===== src/common/umc_pkg.sv =====
`default_nettype none
package umc_pkg;
	localparam int CLK_MHZ = 100;
	// Register map and field layout
	localparam logic [7:0] CTRL_OFS = 8'h00;
	localparam logic [7:0] SYNCP_OFS = 8'h1C;
	localparam logic [31:0] CTRL_RST = 32'h00000000;
	localparam logic [31:0] CTRL_WMASK = 32'h7FF3E19E;
	localparam logic [31:0] EN_MASK = 32'h00000002;
	localparam int B_SOFT_RESET_BIT = 0;
	localparam int B_EN = 1;
	localparam int B_MODE = 2;
	localparam int B_STBY = 7;
	localparam int B_IMMEDIATE_OVERFLOW_NOTIFY = 8;
	localparam int B_OVERSAMPLE_RATE = 13;
	localparam int B_TX_PAD_SELECT = 16;
	localparam int B_RX_PAD_SELECT = 20;
	localparam int B_SAMPLE_ADJUST = 22;
	localparam int B_FORM = 24;
	localparam int B_SYNC_ASYNC_SELECT = 28;
	localparam int B_CLOCK_EDGE_SELECT = 29;
	localparam int B_BIT_ORDER = 30;
	// Field codes
	localparam logic [3:0] FORM_PAR = 4'h1;
	localparam logic [3:0] FORM_BRKPAR = 4'h5;
	localparam logic [2:0] MODE_EXT = 3'h0;
	localparam logic [2:0] MODE_INT = 3'h1;
	localparam logic [2:0] SR_8A = 3'h2;
	localparam logic [2:0] SR_8F = 3'h3;
	localparam logic [2:0] SR_3A = 3'h4;
	localparam logic [3:0] OS_LAST_16 = 4'hF;
	localparam logic [3:0] OS_LAST_8 = 4'h7;
	localparam logic [3:0] OS_LAST_3 = 4'h2;
	localparam logic [3:0] POS_16 = 4'h7;
	localparam logic [3:0] POS_8 = 4'h3;
	localparam logic [1:0] TX_PAD_SELECT_P0 = 2'h0;
	localparam logic [1:0] TX_PAD_SELECT_P2 = 2'h1;
	localparam logic [1:0] TX_PAD_SELECT_FLOW = 2'h2;
	// Frame bit indices: 0 start, 1..8 data, then parity and stop
	localparam logic [3:0] IDX_STOP_NP = 4'h9;
	localparam logic [3:0] IDX_STOP_P = 4'hA;
	localparam logic [3:0] TX_BITS_NP = 4'hA;
	localparam logic [3:0] TX_BITS_P = 4'hB;
	// Timing
	localparam int SYNC_NS = 30;
	localparam logic [3:0] SYNC_CYC = 4'((SYNC_NS * CLK_MHZ + 999) / 1000);
	localparam int TICK_NS = 100;
	localparam logic [7:0] TICK_CYC = 8'(TICK_NS * CLK_MHZ / 1000);
	localparam int XCK_HALF_NS = 500;
	localparam logic [7:0] XCK_HALF_CYC = 8'(XCK_HALF_NS * CLK_MHZ / 1000);
	typedef enum logic [1:0] {
		UMC_RX_IDLE = 2'b01,
		UMC_RX_BITS = 2'b10
	} umc_rx_t;
endpackage : umc_pkg
`default_nettype wire


===== src/logic/umc_usart_ctrl.sv =====
// Functional notes
// - Atomic 8, 16, 32-bit register accesses
// - Each byte or half accessible alone
// - Enable-protected fields writable only when disabled
// - Write-protected registers lockable by access guard
// - Reserved bits read zero, written zero
// - Bit 30 selects MSB or LSB first
// - Bit 29 swaps change and sample edges
// - Bit 28 selects async or sync mode
// - Frame format: plain, parity, break variants
// - Sample adjust picks three voted ticks at 16x and 8x
// - Receive data taken from selected pad
// - Transmit pad, clock and flow-control routing
// - Oversample rate 16x, 8x or 3x
// - Overflow flag in-stream or immediate
// - No standby run, external: drop reception
// - No standby run, internal: stop generic clock
// - Standby run, external: wake on receive
// - Standby run, internal: clock on, any wake
// - Mode field selects external or internal clock
// - Soft reset clears all, discards same write
// - Sync pending set; repeat while set errors
// - Enable reads back at once, acts later
`timescale 1ns/1ps
`default_nettype none
module umc_usart_ctrl (
	input wire logic core_clk, // System clock
	input wire logic rst, // Synchronous reset, active high
	input wire logic psel, // Register port select
	input wire logic penable, // Register port access phase
	input wire logic pwrite, // Write access
	input wire logic [7:0] paddr, // Byte address
	input wire logic [31:0] pwdata, // Write data
	input wire logic [3:0] pstrb, // Byte lane strobes
	output logic [31:0] prdata, // Read data
	output logic pready, // Access complete
	output logic pslverr, // Bus error
	input wire logic wp_lock, // Access guard write lock
	input wire logic standby, // System in standby sleep
	input wire logic [3:0] pad_in, // Pad levels from pins
	output logic [3:0] pad_out, // Pad drive values
	output logic [3:0] pad_oe, // Pad output enables
	input wire logic [7:0] tx_data, // Word to send
	input wire logic tx_valid, // Word to send is valid
	output logic tx_ready, // Transmitter takes word
	output logic [7:0] rx_data, // Received word
	output logic rx_valid, // Received word valid
	input wire logic rx_ready, // Consumer takes word
	output logic overflow_flag, // Receive buffer overflow
	input wire logic overflow_clr, // Clear overflow flag
	output logic gclk_run, // Generic clock request
	output logic wake // Wake request pulse
);
	////////////////////////////////////////////////////////////////////////
	logic [31:0] ctrl_ff, nxt_ctrl_ff;
	logic swp_ff, nxt_swp_ff, enp_ff, nxt_enp_ff;
	logic unit_on_ff, nxt_unit_on_ff;
	logic [3:0] sync_cnt_ff, nxt_sync_cnt_ff;
	logic [31:0] bmask, upd;
	logic acc_wr, bus_err, ctrl_wr, sw_wr, en_wr;
	logic sync_mode, int_clk, immediate_overflow_notify, stby_run, bit_order, clock_edge_select, has_par;
	logic [3:0] form;
	logic [2:0] oversample_rate;
	logic [1:0] tx_pad_select, rx_pad_select, sample_adjust;
	logic dp_rst;

	assign bmask = {{8{pstrb[3]}}, {8{pstrb[2]}}, {8{pstrb[1]}},
		{8{pstrb[0]}}};
	assign acc_wr = psel & penable & pwrite;
	assign bus_err = acc_wr & (wp_lock | swp_ff
		| (paddr == umc_pkg::CTRL_OFS & pstrb[0] & enp_ff));
	assign ctrl_wr = acc_wr & ~bus_err & (paddr == umc_pkg::CTRL_OFS);
	assign sw_wr = ctrl_wr & pstrb[0] & pwdata[umc_pkg::B_SOFT_RESET_BIT];
	assign en_wr = ctrl_wr & pstrb[0] & ~sw_wr;
	assign pready = 1'b1;
	assign pslverr = bus_err;
	assign dp_rst = rst | swp_ff;

	always_comb begin
		nxt_ctrl_ff = ctrl_ff;
		nxt_swp_ff = swp_ff;
		nxt_enp_ff = enp_ff;
		nxt_unit_on_ff = unit_on_ff;
		nxt_sync_cnt_ff = sync_cnt_ff;
		upd = ctrl_ff[umc_pkg::B_EN] ? umc_pkg::EN_MASK
			: umc_pkg::CTRL_WMASK;
		if (sync_cnt_ff != 4'h0) begin
			nxt_sync_cnt_ff = sync_cnt_ff - 4'h1;
			if (sync_cnt_ff == 4'h1) begin
				nxt_swp_ff = 1'b0;
				nxt_enp_ff = 1'b0;
				nxt_unit_on_ff = ctrl_ff[umc_pkg::B_EN] & ~swp_ff;
			end
		end
		if (sw_wr) begin
			nxt_ctrl_ff = umc_pkg::CTRL_RST;
			nxt_swp_ff = 1'b1;
			nxt_enp_ff = 1'b0;
			nxt_unit_on_ff = 1'b0;
			nxt_sync_cnt_ff = umc_pkg::SYNC_CYC;
		end else if (ctrl_wr) begin
			nxt_ctrl_ff = (ctrl_ff & ~(upd & bmask))
				| (pwdata & upd & bmask);
			if (en_wr) begin
				nxt_enp_ff = 1'b1;
				nxt_sync_cnt_ff = umc_pkg::SYNC_CYC;
			end
		end
	end

	always_ff @(posedge core_clk) begin
		if (rst) begin
			ctrl_ff <= umc_pkg::CTRL_RST;
			swp_ff <= 1'b0;
			enp_ff <= 1'b0;
			unit_on_ff <= 1'b0;
			sync_cnt_ff <= 4'h0;
		end else begin
			ctrl_ff <= nxt_ctrl_ff;
			swp_ff <= nxt_swp_ff;
			enp_ff <= nxt_enp_ff;
			unit_on_ff <= nxt_unit_on_ff;
			sync_cnt_ff <= nxt_sync_cnt_ff;
		end
	end

	always_comb begin
		if (paddr == umc_pkg::CTRL_OFS)
			prdata = ctrl_ff | {31'h0, swp_ff};
		else if (paddr == umc_pkg::SYNCP_OFS)
			prdata = {30'h0, enp_ff, swp_ff};
		else
			prdata = 32'h00000000;
	end

	assign bit_order = ctrl_ff[umc_pkg::B_BIT_ORDER];
	assign clock_edge_select = ctrl_ff[umc_pkg::B_CLOCK_EDGE_SELECT];
	assign sync_mode = ctrl_ff[umc_pkg::B_SYNC_ASYNC_SELECT];
	assign form = ctrl_ff[umc_pkg::B_FORM +: 4];
	assign has_par = (form == umc_pkg::FORM_PAR)
		| (form == umc_pkg::FORM_BRKPAR);
	assign sample_adjust = ctrl_ff[umc_pkg::B_SAMPLE_ADJUST +: 2];
	assign rx_pad_select = ctrl_ff[umc_pkg::B_RX_PAD_SELECT +: 2];
	assign tx_pad_select = ctrl_ff[umc_pkg::B_TX_PAD_SELECT +: 2];
	assign oversample_rate = ctrl_ff[umc_pkg::B_OVERSAMPLE_RATE +: 3];
	assign immediate_overflow_notify = ctrl_ff[umc_pkg::B_IMMEDIATE_OVERFLOW_NOTIFY];
	assign stby_run = ctrl_ff[umc_pkg::B_STBY];
	assign int_clk = ctrl_ff[umc_pkg::B_MODE +: 3] == umc_pkg::MODE_INT;

	////////////////////////////////////////////////////////////////////////
	// Pin synchronisers, serial clock and oversample tick
	logic [3:0] pad_s1_ff, pad_s2_ff;
	logic xck_ff, nxt_xck_ff, xck_prev_ff, xck_cur;
	logic [7:0] xdiv_ff, nxt_xdiv_ff, tick_cnt_ff, nxt_tick_cnt_ff;
	logic tick, rise, fall, chg_edge, samp_edge, link_on, busy;
	logic rx_in, cts_stop;
	logic [3:0] os_last, pos0;

	assign rx_in = pad_s2_ff[rx_pad_select];
	assign cts_stop = (tx_pad_select == umc_pkg::TX_PAD_SELECT_FLOW) & pad_s2_ff[3];
	assign xck_cur = int_clk ? xck_ff
		: (tx_pad_select == umc_pkg::TX_PAD_SELECT_P2 ? pad_s2_ff[3] : pad_s2_ff[1]);
	assign rise = xck_cur & ~xck_prev_ff;
	assign fall = ~xck_cur & xck_prev_ff;
	// External clock is cut in standby once idle unless standby run is set; reception dropped
	assign link_on = int_clk | ~standby | stby_run | busy;
	assign chg_edge = sync_mode & link_on & (clock_edge_select ? fall : rise);
	assign samp_edge = sync_mode & link_on & (clock_edge_select ? rise : fall);
	assign tick = unit_on_ff & (tick_cnt_ff == 8'h00);

	always_comb begin
		case (oversample_rate)
			umc_pkg::SR_8A, umc_pkg::SR_8F: begin
				os_last = umc_pkg::OS_LAST_8;
				pos0 = umc_pkg::POS_8 + {2'h0, sample_adjust};
			end
			umc_pkg::SR_3A: begin
				os_last = umc_pkg::OS_LAST_3;
				pos0 = 4'h1;
			end
			default: begin
				os_last = umc_pkg::OS_LAST_16;
				pos0 = umc_pkg::POS_16 + {1'h0, sample_adjust, 1'b0};
			end
		endcase
		nxt_tick_cnt_ff = (tick_cnt_ff == 8'h00)
			? umc_pkg::TICK_CYC - 8'h01 : tick_cnt_ff - 8'h01;
		nxt_xdiv_ff = xdiv_ff;
		nxt_xck_ff = xck_ff;
		if (unit_on_ff & sync_mode & int_clk) begin
			nxt_xdiv_ff = xdiv_ff + 8'h01;
			if (xdiv_ff == umc_pkg::XCK_HALF_CYC - 8'h01) begin
				nxt_xdiv_ff = 8'h00;
				nxt_xck_ff = ~xck_ff;
			end
		end
	end

	always_ff @(posedge core_clk) begin
		if (dp_rst) begin
			pad_s1_ff <= 4'hF;
			pad_s2_ff <= 4'hF;
			xck_ff <= 1'b0;
			xck_prev_ff <= 1'b0;
			xdiv_ff <= 8'h00;
			tick_cnt_ff <= 8'h00;
		end else begin
			pad_s1_ff <= pad_in;
			pad_s2_ff <= pad_s1_ff;
			xck_ff <= nxt_xck_ff;
			xck_prev_ff <= xck_cur;
			xdiv_ff <= nxt_xdiv_ff;
			tick_cnt_ff <= nxt_tick_cnt_ff;
		end
	end

	////////////////////////////////////////////////////////////////////////
	// Receiver
	umc_pkg::umc_rx_t rx_st_ff, nxt_rx_st_ff;
	logic [3:0] rx_os_ff, nxt_rx_os_ff, rx_idx_ff, nxt_rx_idx_ff;
	logic [2:0] vote_ff, nxt_vote_ff;
	logic [7:0] rx_sh_ff, nxt_rx_sh_ff;
	logic rx_px_ff, nxt_rx_px_ff, maj, bit_done, bit_val;
	logic rx_push, rx_start_ev, vote_now;
	logic [3:0] os_num;

	// Ticks are numbered from one within a bit
	assign os_num = rx_os_ff + 4'h1;
	// Third sample may land on the bit's last tick, so it is voted live
	assign vote_now = (~sync_mode & tick & (os_num == pos0 + 4'h2))
		? rx_in : vote_ff[2];
	assign maj = (vote_ff[0] & vote_ff[1]) | (vote_ff[0] & vote_now)
		| (vote_ff[1] & vote_now);
	assign bit_done = sync_mode ? samp_edge : (tick & rx_os_ff == os_last);
	assign bit_val = sync_mode ? rx_in : maj;

	always_comb begin
		nxt_rx_st_ff = rx_st_ff;
		nxt_rx_os_ff = rx_os_ff;
		nxt_rx_idx_ff = rx_idx_ff;
		nxt_vote_ff = vote_ff;
		nxt_rx_sh_ff = rx_sh_ff;
		nxt_rx_px_ff = rx_px_ff;
		rx_push = 1'b0;
		rx_start_ev = 1'b0;
		if (~unit_on_ff | ~link_on) begin
			nxt_rx_st_ff = umc_pkg::UMC_RX_IDLE;
		end else begin
			case (rx_st_ff)
				umc_pkg::UMC_RX_IDLE: begin
					if (~rx_in & (sync_mode ? samp_edge : tick)) begin
						nxt_rx_st_ff = umc_pkg::UMC_RX_BITS;
						nxt_rx_idx_ff = sync_mode ? 4'h1 : 4'h0;
						nxt_rx_os_ff = 4'h1;
						nxt_vote_ff = 3'h0;
						nxt_rx_px_ff = 1'b0;
						rx_start_ev = 1'b1;
					end
				end
				umc_pkg::UMC_RX_BITS: begin
					if (~sync_mode & tick) begin
						nxt_rx_os_ff = (rx_os_ff == os_last) ? 4'h0
							: rx_os_ff + 4'h1;
						if (os_num == pos0)
							nxt_vote_ff[0] = rx_in;
						if (os_num == pos0 + 4'h1)
							nxt_vote_ff[1] = rx_in;
						if (os_num == pos0 + 4'h2)
							nxt_vote_ff[2] = rx_in;
					end
					if (bit_done) begin
						nxt_rx_idx_ff = rx_idx_ff + 4'h1;
						if (rx_idx_ff == 4'h0) begin
							if (bit_val)
								nxt_rx_st_ff = umc_pkg::UMC_RX_IDLE;
						end else if (rx_idx_ff <= 4'h8) begin
							nxt_rx_sh_ff = bit_order ? {bit_val, rx_sh_ff[7:1]}
								: {rx_sh_ff[6:0], bit_val};
							nxt_rx_px_ff = rx_px_ff ^ bit_val;
						end else if (rx_idx_ff == (has_par
							? umc_pkg::IDX_STOP_P : umc_pkg::IDX_STOP_NP)) begin
							nxt_rx_st_ff = umc_pkg::UMC_RX_IDLE;
							rx_push = bit_val & ~(has_par & rx_px_ff);
						end else begin
							nxt_rx_px_ff = rx_px_ff ^ bit_val;
						end
					end
				end
				default: nxt_rx_st_ff = umc_pkg::UMC_RX_IDLE;
			endcase
		end
	end

	always_ff @(posedge core_clk) begin
		if (dp_rst) begin
			rx_st_ff <= umc_pkg::UMC_RX_IDLE;
			rx_os_ff <= 4'h0;
			rx_idx_ff <= 4'h0;
			vote_ff <= 3'h0;
			rx_sh_ff <= 8'h00;
			rx_px_ff <= 1'b0;
		end else begin
			rx_st_ff <= nxt_rx_st_ff;
			rx_os_ff <= nxt_rx_os_ff;
			rx_idx_ff <= nxt_rx_idx_ff;
			vote_ff <= nxt_vote_ff;
			rx_sh_ff <= nxt_rx_sh_ff;
			rx_px_ff <= nxt_rx_px_ff;
		end
	end

	////////////////////////////////////////////////////////////////////////
	// Two-entry receive buffer and overflow notification
	logic [7:0] buf_ff [2];
	logic [7:0] nxt_buf_ff [2];
	logic wp_ff, nxt_wp_ff, rp_ff, nxt_rp_ff;
	logic [1:0] cnt_ff, nxt_cnt_ff;
	logic ovf_ff, nxt_ovf_ff, ovp_ff, nxt_ovp_ff, pop, do_push, ovf_ev;

	assign rx_valid = cnt_ff != 2'h0;
	assign rx_data = buf_ff[rp_ff];
	assign pop = rx_valid & rx_ready;
	assign do_push = rx_push & ((cnt_ff != 2'h2) | pop);
	assign ovf_ev = rx_push & ~do_push;
	assign overflow_flag = ovf_ff;

	always_comb begin
		nxt_buf_ff = buf_ff;
		nxt_wp_ff = wp_ff ^ do_push;
		nxt_rp_ff = rp_ff ^ pop;
		nxt_cnt_ff = cnt_ff + {1'b0, do_push} - {1'b0, pop};
		if (do_push)
			nxt_buf_ff[wp_ff] = rx_sh_ff;
		nxt_ovp_ff = (ovp_ff & ~pop) | (ovf_ev & ~immediate_overflow_notify);
		// Setting wins over a clear in the same cycle
		nxt_ovf_ff = (ovf_ff & ~overflow_clr) | (ovf_ev & immediate_overflow_notify)
			| (ovp_ff & pop);
	end

	always_ff @(posedge core_clk) begin
		if (dp_rst) begin
			buf_ff[0] <= 8'h00;
			buf_ff[1] <= 8'h00;
			wp_ff <= 1'b0;
			rp_ff <= 1'b0;
			cnt_ff <= 2'h0;
			ovf_ff <= 1'b0;
			ovp_ff <= 1'b0;
		end else begin
			buf_ff <= nxt_buf_ff;
			wp_ff <= nxt_wp_ff;
			rp_ff <= nxt_rp_ff;
			cnt_ff <= nxt_cnt_ff;
			ovf_ff <= nxt_ovf_ff;
			ovp_ff <= nxt_ovp_ff;
		end
	end

	////////////////////////////////////////////////////////////////////////
	// Transmitter, pins and standby
	logic [10:0] tx_fr_ff, nxt_tx_fr_ff;
	logic [3:0] tx_left_ff, nxt_tx_left_ff, tx_os_ff, nxt_tx_os_ff;
	logic tx_step, tx_done_ev, txd, any_ev;
	logic [7:0] tx_rev;
	logic [3:0] nxt_pad_out, nxt_pad_oe;
	logic nxt_gclk_run, nxt_wake;

	assign tx_ready = unit_on_ff & (tx_left_ff == 4'h0) & ~cts_stop;
	assign tx_step = sync_mode ? chg_edge : (tick & tx_os_ff == os_last);
	assign tx_done_ev = tx_step & (tx_left_ff == 4'h1);
	assign busy = (rx_st_ff == umc_pkg::UMC_RX_BITS) | (tx_left_ff != 4'h0);
	assign txd = (tx_left_ff != 4'h0) ? tx_fr_ff[0] : 1'b1;
	assign any_ev = rx_start_ev | rx_push | tx_done_ev | ovf_ev;

	for (genvar gi = 0; gi < 8; gi++) begin : g_rev
		assign tx_rev[gi] = tx_data[7 - gi];
	end

	always_comb begin
		nxt_tx_fr_ff = tx_fr_ff;
		nxt_tx_left_ff = tx_left_ff;
		nxt_tx_os_ff = tx_os_ff;
		if (~unit_on_ff) begin
			nxt_tx_left_ff = 4'h0;
		end else if (tx_valid & tx_ready) begin
			nxt_tx_fr_ff = {1'b1, has_par ? ^tx_data : 1'b1,
				bit_order ? tx_data : tx_rev, 1'b0};
			nxt_tx_left_ff = has_par ? umc_pkg::TX_BITS_P
				: umc_pkg::TX_BITS_NP;
			nxt_tx_os_ff = 4'h0;
		end else if (tx_left_ff != 4'h0) begin
			if (tick)
				nxt_tx_os_ff = (tx_os_ff == os_last) ? 4'h0
					: tx_os_ff + 4'h1;
			if (tx_step) begin
				nxt_tx_fr_ff = {1'b1, tx_fr_ff[10:1]};
				nxt_tx_left_ff = tx_left_ff - 4'h1;
			end
		end
		nxt_pad_out = 4'h0;
		nxt_pad_oe = 4'h0;
		if (unit_on_ff) begin
			case (tx_pad_select)
				umc_pkg::TX_PAD_SELECT_P0: begin
					nxt_pad_out = {2'h0, xck_ff, txd};
					nxt_pad_oe = {2'h0, sync_mode & int_clk, 1'b1};
				end
				umc_pkg::TX_PAD_SELECT_P2: begin
					nxt_pad_out = {xck_ff, txd, 2'h0};
					nxt_pad_oe = {sync_mode & int_clk, 1'b1, 2'h0};
				end
				umc_pkg::TX_PAD_SELECT_FLOW: begin
					nxt_pad_out = {1'b0, cnt_ff == 2'h2, 1'b0, txd};
					nxt_pad_oe = 4'h5;
				end
				default: begin
					nxt_pad_out = 4'h0;
					nxt_pad_oe = 4'h0;
				end
			endcase
		end
		nxt_gclk_run = unit_on_ff & (~int_clk | ~standby | stby_run
			| busy);
		if (int_clk)
			nxt_wake = standby & (stby_run ? any_ev
				: (rx_start_ev | tx_done_ev));
		else
			nxt_wake = standby & stby_run & (rx_start_ev | rx_push);
	end

	always_ff @(posedge core_clk) begin
		if (dp_rst) begin
			tx_fr_ff <= 11'h7FF;
			tx_left_ff <= 4'h0;
			tx_os_ff <= 4'h0;
			pad_out <= 4'h0;
			pad_oe <= 4'h0;
			gclk_run <= 1'b0;
			wake <= 1'b0;
		end else begin
			tx_fr_ff <= nxt_tx_fr_ff;
			tx_left_ff <= nxt_tx_left_ff;
			tx_os_ff <= nxt_tx_os_ff;
			pad_out <= nxt_pad_out;
			pad_oe <= nxt_pad_oe;
			gclk_run <= nxt_gclk_run;
			wake <= nxt_wake;
		end
	end

	////////////////////////////////////////////////////////////////////////
	AST_WP_LOCK: assert property (@(posedge core_clk) disable iff (rst)
		acc_wr && wp_lock |-> pslverr ##1 $stable(ctrl_ff))
		else $error("locked write was not refused");
	AST_EN_SEQ: assert property (@(posedge core_clk) disable iff (rst)
		en_wr && pwdata[1] && !unit_on_ff && !enp_ff
		|=> ctrl_ff[1] && enp_ff ##3 unit_on_ff && !enp_ff)
		else $error("enable did not read back then take effect");
	AST_SYNC_ERR: assert property (@(posedge core_clk) disable iff (rst)
		acc_wr && paddr == 8'h00 && pstrb[0] && enp_ff |-> pslverr)
		else $error("write during pending sync not refused");
	AST_PROT: assert property (@(posedge core_clk) disable iff (rst)
		ctrl_wr && !sw_wr && ctrl_ff[1]
		|=> (ctrl_ff & 32'h7FF3E19C) == $past(ctrl_ff & 32'h7FF3E19C))
		else $error("protected field changed while enabled");
	AST_RSVD: assert property (@(posedge core_clk) disable iff (rst)
		paddr == 8'h00 |-> (prdata & 32'h800C1E60) == 32'h0)
		else $error("reserved bit reads nonzero");
	AST_SOFT_RESET_BIT: assert property (@(posedge core_clk) disable iff (rst)
		sw_wr |=> ctrl_ff == 32'h0 && swp_ff && !unit_on_ff ##3 !swp_ff)
		else $error("soft reset sequence wrong");
	AST_OVF_IMM: assert property (@(posedge core_clk) disable iff (rst)
		ovf_ev && immediate_overflow_notify && !swp_ff |=> overflow_flag)
		else $error("immediate overflow not flagged");
	AST_RTS: assert property (@(posedge core_clk) disable iff (rst)
		unit_on_ff && tx_pad_select == 2'h2 && cnt_ff == 2'h2 && !swp_ff
		|=> pad_oe[2] && pad_out[2])
		else $error("flow-control stop not driven");
endmodule : umc_usart_ctrl
`default_nettype wire


===== config.mk =====
export PLATFORM = sky130hd
export DESIGN_NAME = umc_usart_ctrl
export DESIGN_NICKNAME = d
export VERILOG_FILES = /design/src/common/umc_pkg.sv /design/src/logic/umc_usart_ctrl.sv
export SDC_FILE = /design/constraint.sdc
export NUM_CORES = 1
export LEC_CHECK = 0
export ABC_CLOCK_PERIOD_IN_PS = 4360
export BUFFER_PORTS_ARGS = -buffer_cell sky130_fd_sc_hd__clkbuf_2
export CAP_MARGIN = 20
export CORE_ASPECT_RATIO = 1.25
export CORE_MARGIN = 8
export CORE_UTILIZATION = 30
export CTS_CLUSTER_DIAMETER = 60
export CTS_CLUSTER_SIZE = 40
export DETAILED_ROUTE_END_ITERATION = 16
export GPL_TIMING_DRIVEN = 0
export PLACE_DENSITY = 0.53
export SLEW_MARGIN = 15
export SYNTH_ARGS = -nofsm -noshare
export SYNTH_HDL_FRONTEND = slang
export SYNTH_SLANG_ARGS = --single-unit
export TNS_END_PERCENT = 1

===== constraint.sdc =====
create_clock -name core_clk -period 4.36 [get_ports core_clk]
set_input_delay 0.436 -clock core_clk [delete_from_list [all_inputs] [get_ports core_clk]]
set_output_delay 0.436 -clock core_clk [all_outputs]
set_load 0.05 [all_outputs]

==> results_dict.tcl <==
set metrics [dict create \
    first_pass_iters 5 \
    synth-main-ff-cell "dfxtp_1" \
    die_width_um 147.9 \
    fillerInstances 2311 \
    synth.distinct_cells 70 \
    ant_nets 0 \
    ys_seq_area_share_pct 38.97 \
    holdBufCountCts 0 \
    setup_viol 0 \
    rsz0062_at_grt "no" \
    cts_tree "built" \
    cp_common_cell "ha_1" \
    clock_path_buffers 2 \
    drcViolationCount 0 \
    antenna-diode-count 0 \
    clock_latency_ps 420 \
    htreeDepth 4 \
    tns_ps 0 \
    cts_sinks 127 \
    drt_iter0_markers 227 \
    grt_pass1_wl_um 29040 \
    synth_warnings 0 \
    dieHeight_um 180.9 \
    hold_viol_final 0 \
    peakVddDrop_mv 0.2454 \
    worstPathRequired_ps 4640 \
    port_buffers 100 \
    grt_max_degree 17 \
    fin_nets 981 \
    critPathSlowestCell "mux2_2" \
    fin_crit_ps 4040 \
    place.gp.congestion 0.7930 \
    syn_area_mm2 0.006524 \
    worst_slack_ps 319.8 \
    start_kind "flip-flop" \
    setup.worst_path.end_class "flip-flop" \
    synth_seq_cells 127 \
    initial_core_util_pct 30.38 \
    drt_wl_total_um 17910 \
    slowest_delay_ps 440 \
    antenna_found_initial 0 \
    max_cap_viol_count 0 \
    die_area_mm2 0.02675 \
    async_reset_ff_share_pct 0 \
    worstPathMaxFanout 5 \
    core_mm2 0.02147 \
    io_pins 121 \
    fin_skew_ps 8.109 \
    grt_pass1_vias 5584 \
    crit_chain "inv_1 -> ha_1 -> inv_1 -> a21oi_1 -> a221oi_2 -> ha_1 -> xnor3_1 -> a2111oi_2 -> mux2_2 -> a211oi_4 -> nand2b_1 -> ha_1 -> inv_1 -> ha_1 -> xor2_1 -> xnor2_1 -> nor2_1" \
    post_cts_buffers 0 \
    powerDensity_mw_per_mm2 377.2 \
    hold_path.class "in -> reg" \
    critPathArrivalTime_ps 4320 \
    grt_overflow 0 \
    postSynthAreaPerCell_um2 8.539 \
    regArea_mm2 0.002542 \
    max_freq_ghz 0.2475 \
    slew_viol_final 0 \
    num_rows 60 \
    path_clk_slew_ps 60 \
    synth-edff-count 0 \
    slew_headroom_pct 30.72 \
    track_usage_pct 13.61 \
    via_per_inst 4.776 \
    worstMarginPinSlew_ps 1037 \
    worstSetupPathType "reg -> reg" \
    leakagePower_nw 3.151 \
    fin_crit_sh_pct 92.67 \
    area_growth_syn_to_layout_pct 23.15 \
    cts_inserted_buffers 17 \
    vias 5645 \
    root_buffer "clkbuf_16" \
    hpwl_um 13780 \
    dp_worst_setup_slack_ps -434.3 \
    multi_input_area_mm2 0.003732 \
    drive_above_1_share_pct 20.49 \
    syn_inst 764 \
    status "finished clean" \
    wl_per_cell_um 15.15 \
]
[cells by family (layout without fill, tap and decap cells)]
kind of cell               count (synthesis)  in the layout  synth area share, %
muxes                                     52             52                8.381
DFF                                      127            127                38.97
adders and majority gates                 25             25                4.795
AOI/OAI and AO/OA                        137            137                13.50
and+or+nand+nor                          309            309                23.88
other                                      2             10               0.1151
xor gates and xnor gates                  40             40                5.581
buffers and inverters                     72            203                4.775
[final cells by class]
type / count / area share, %
multi-input combinational: 573 / 46.46
sequential: 127 / 31.65
timing repair buffer: 101 / 6.292
clock buffer: 17 / 5.295
tap: 279 / 4.345
buffer: 43 / 2.523
clock inverter: 15 / 2.180
inverter: 27 / 1.261
[power by group]
group	switching, mW	internal, mW	leakage (nW)
clock	0.617	0.819	0.289
sequential	0.0396	1.21	1.03
combinational	0.186	0.158	1.83
total	0.843	2.19	3.15
[routing by layer]
| layer | up-vias | global-route usage (%) | part of all wire, % |
|---|---|---|---|
| li1 | 2900 | - | - |
| met1 | 2628 | 16.71 | 47 |
| met2 | 111 | 23.24 | 49 |
| met3 | 6 | 3.000 | 3.5 |
| met4 | 0 | 4.007 | 0.74 |
| met5 | - | 0 | 0 |
[Yosys cell counts (3+ instances only)]
master,instances,share of area (%)
a21oi_1,52,4.0
nand4_1,5,0.48
nor2_1,95,5.5
clkbuf_1,28,1.6
or3_1,14,1.3
a211oi_1,13,1.5
nor3b_1,10,1.2
and2_1,24,2.3
o21ai_0,17,1.3
nor4_1,3,0.29
buf_1,4,0.23
nor3_1,14,1.1
and4_1,3,0.40
nand2b_1,7,0.67
or2_2,9,0.86
a31o_2,3,0.40
nor2b_1,4,0.38
and3_1,8,0.77
nand2_1,68,3.9
nand3_1,25,1.9
mux2_2,11,1.9
ha_1,25,4.8
buf_4,10,1.2
a31oi_1,9,0.86
xnor2_1,25,3.4
mux2i_1,40,6.1
inv_1,27,1.6
o211ai_1,11,1.3
xor2_1,14,1.9
nand3b_1,6,0.69
dfxtp_1,127,39
[worst paths after layout]
kind,from,endpoint,slack (ps),depth (start not counted)
worst min register to register,pad_s1_ff[1],pad_s2_ff[1],400,1
worst max-delay path,ctrl_ff[22],cnt_ff[1],320,17
worst min-delay path,pad_in[1],pad_s1_ff[1],200,2
worst max register to register,ctrl_ff[22],cnt_ff[1],320,17
[state kept, by name (all words and copies together) (netlist names), 8 cells and up, named ones only]
register     cells
buf_ff          16
rx_sh_ff         8
ctrl_ff         21
tick_cnt_ff      8
tx_fr_ff        10
xdiv_ff          8
[through the flow]
step	hold slack [ps]	area, µm²	instances	utilization [%]	total power [mW]
2_1_floorplan	384.4	6554	772	-	1.533
3_3_place_gp	388.7	7403	1151	34.48	1.619
3_5_place_dp	390.6	7403	1151	34.48	1.624
4_1_cts	182.6	8008	1181	37.30	3.072
5_1_grt	192.6	8034	1182	37.42	3.167
6_report	203.4	8034	1182	37.42	3.031
[worst max-delay path: cells and delay by family (launching register included)]
family / cells / cell delay [ps]
xor gates and xnor gates: 3 / 740
DFF: 1 / 400
and+or+nand+nor: 2 / 170
AOI/OAI and AO/OA: 4 / 930
buffers and inverters: 3 / 210
muxes: 1 / 440
adders and majority gates: 4 / 1010
[placed cells by master (no fill, tap or decap), types with 9 or more instances in the layout]
| master | Yosys | layout |
|---|---|---|
| dfxtp_1 | 127 | 127 |
| o21ai_0 | 17 | 17 |
| nand2_1 | 68 | 68 |
| mux2i_1 | 40 | 40 |
| clkbuf_1 | 28 | 28 |
| mux2_2 | 11 | 11 |
| inv_1 | 27 | 27 |
| and2_1 | 24 | 24 |
| xnor2_1 | 25 | 25 |
| a211oi_1 | 13 | 12 |
| ha_1 | 25 | 23 |
| clkbuf_2 | 1 | 102 |
| o211ai_1 | 11 | 11 |
| or2_2 | 9 | 9 |
| xor2_1 | 14 | 14 |
| clkbuf_16 | 0 | 17 |
| nor2_1 | 95 | 95 |
| nor3_1 | 14 | 14 |
| a21oi_1 | 52 | 52 |
| nand3_1 | 25 | 25 |
| nor3b_1 | 10 | 10 |
| buf_4 | 10 | 10 |
| or3_1 | 14 | 14 |
| a31oi_1 | 9 | 9 |
| conb_1 | 2 | 10 |
[what timing repair did]
action / in CTS / in global routing
cloned: 0 / 0
endpoints found under the setup margin: 18 / 17
resized for setup: 3 / 5
pin swaps: 0 / 0
Power figures use the tool's default switching activity.
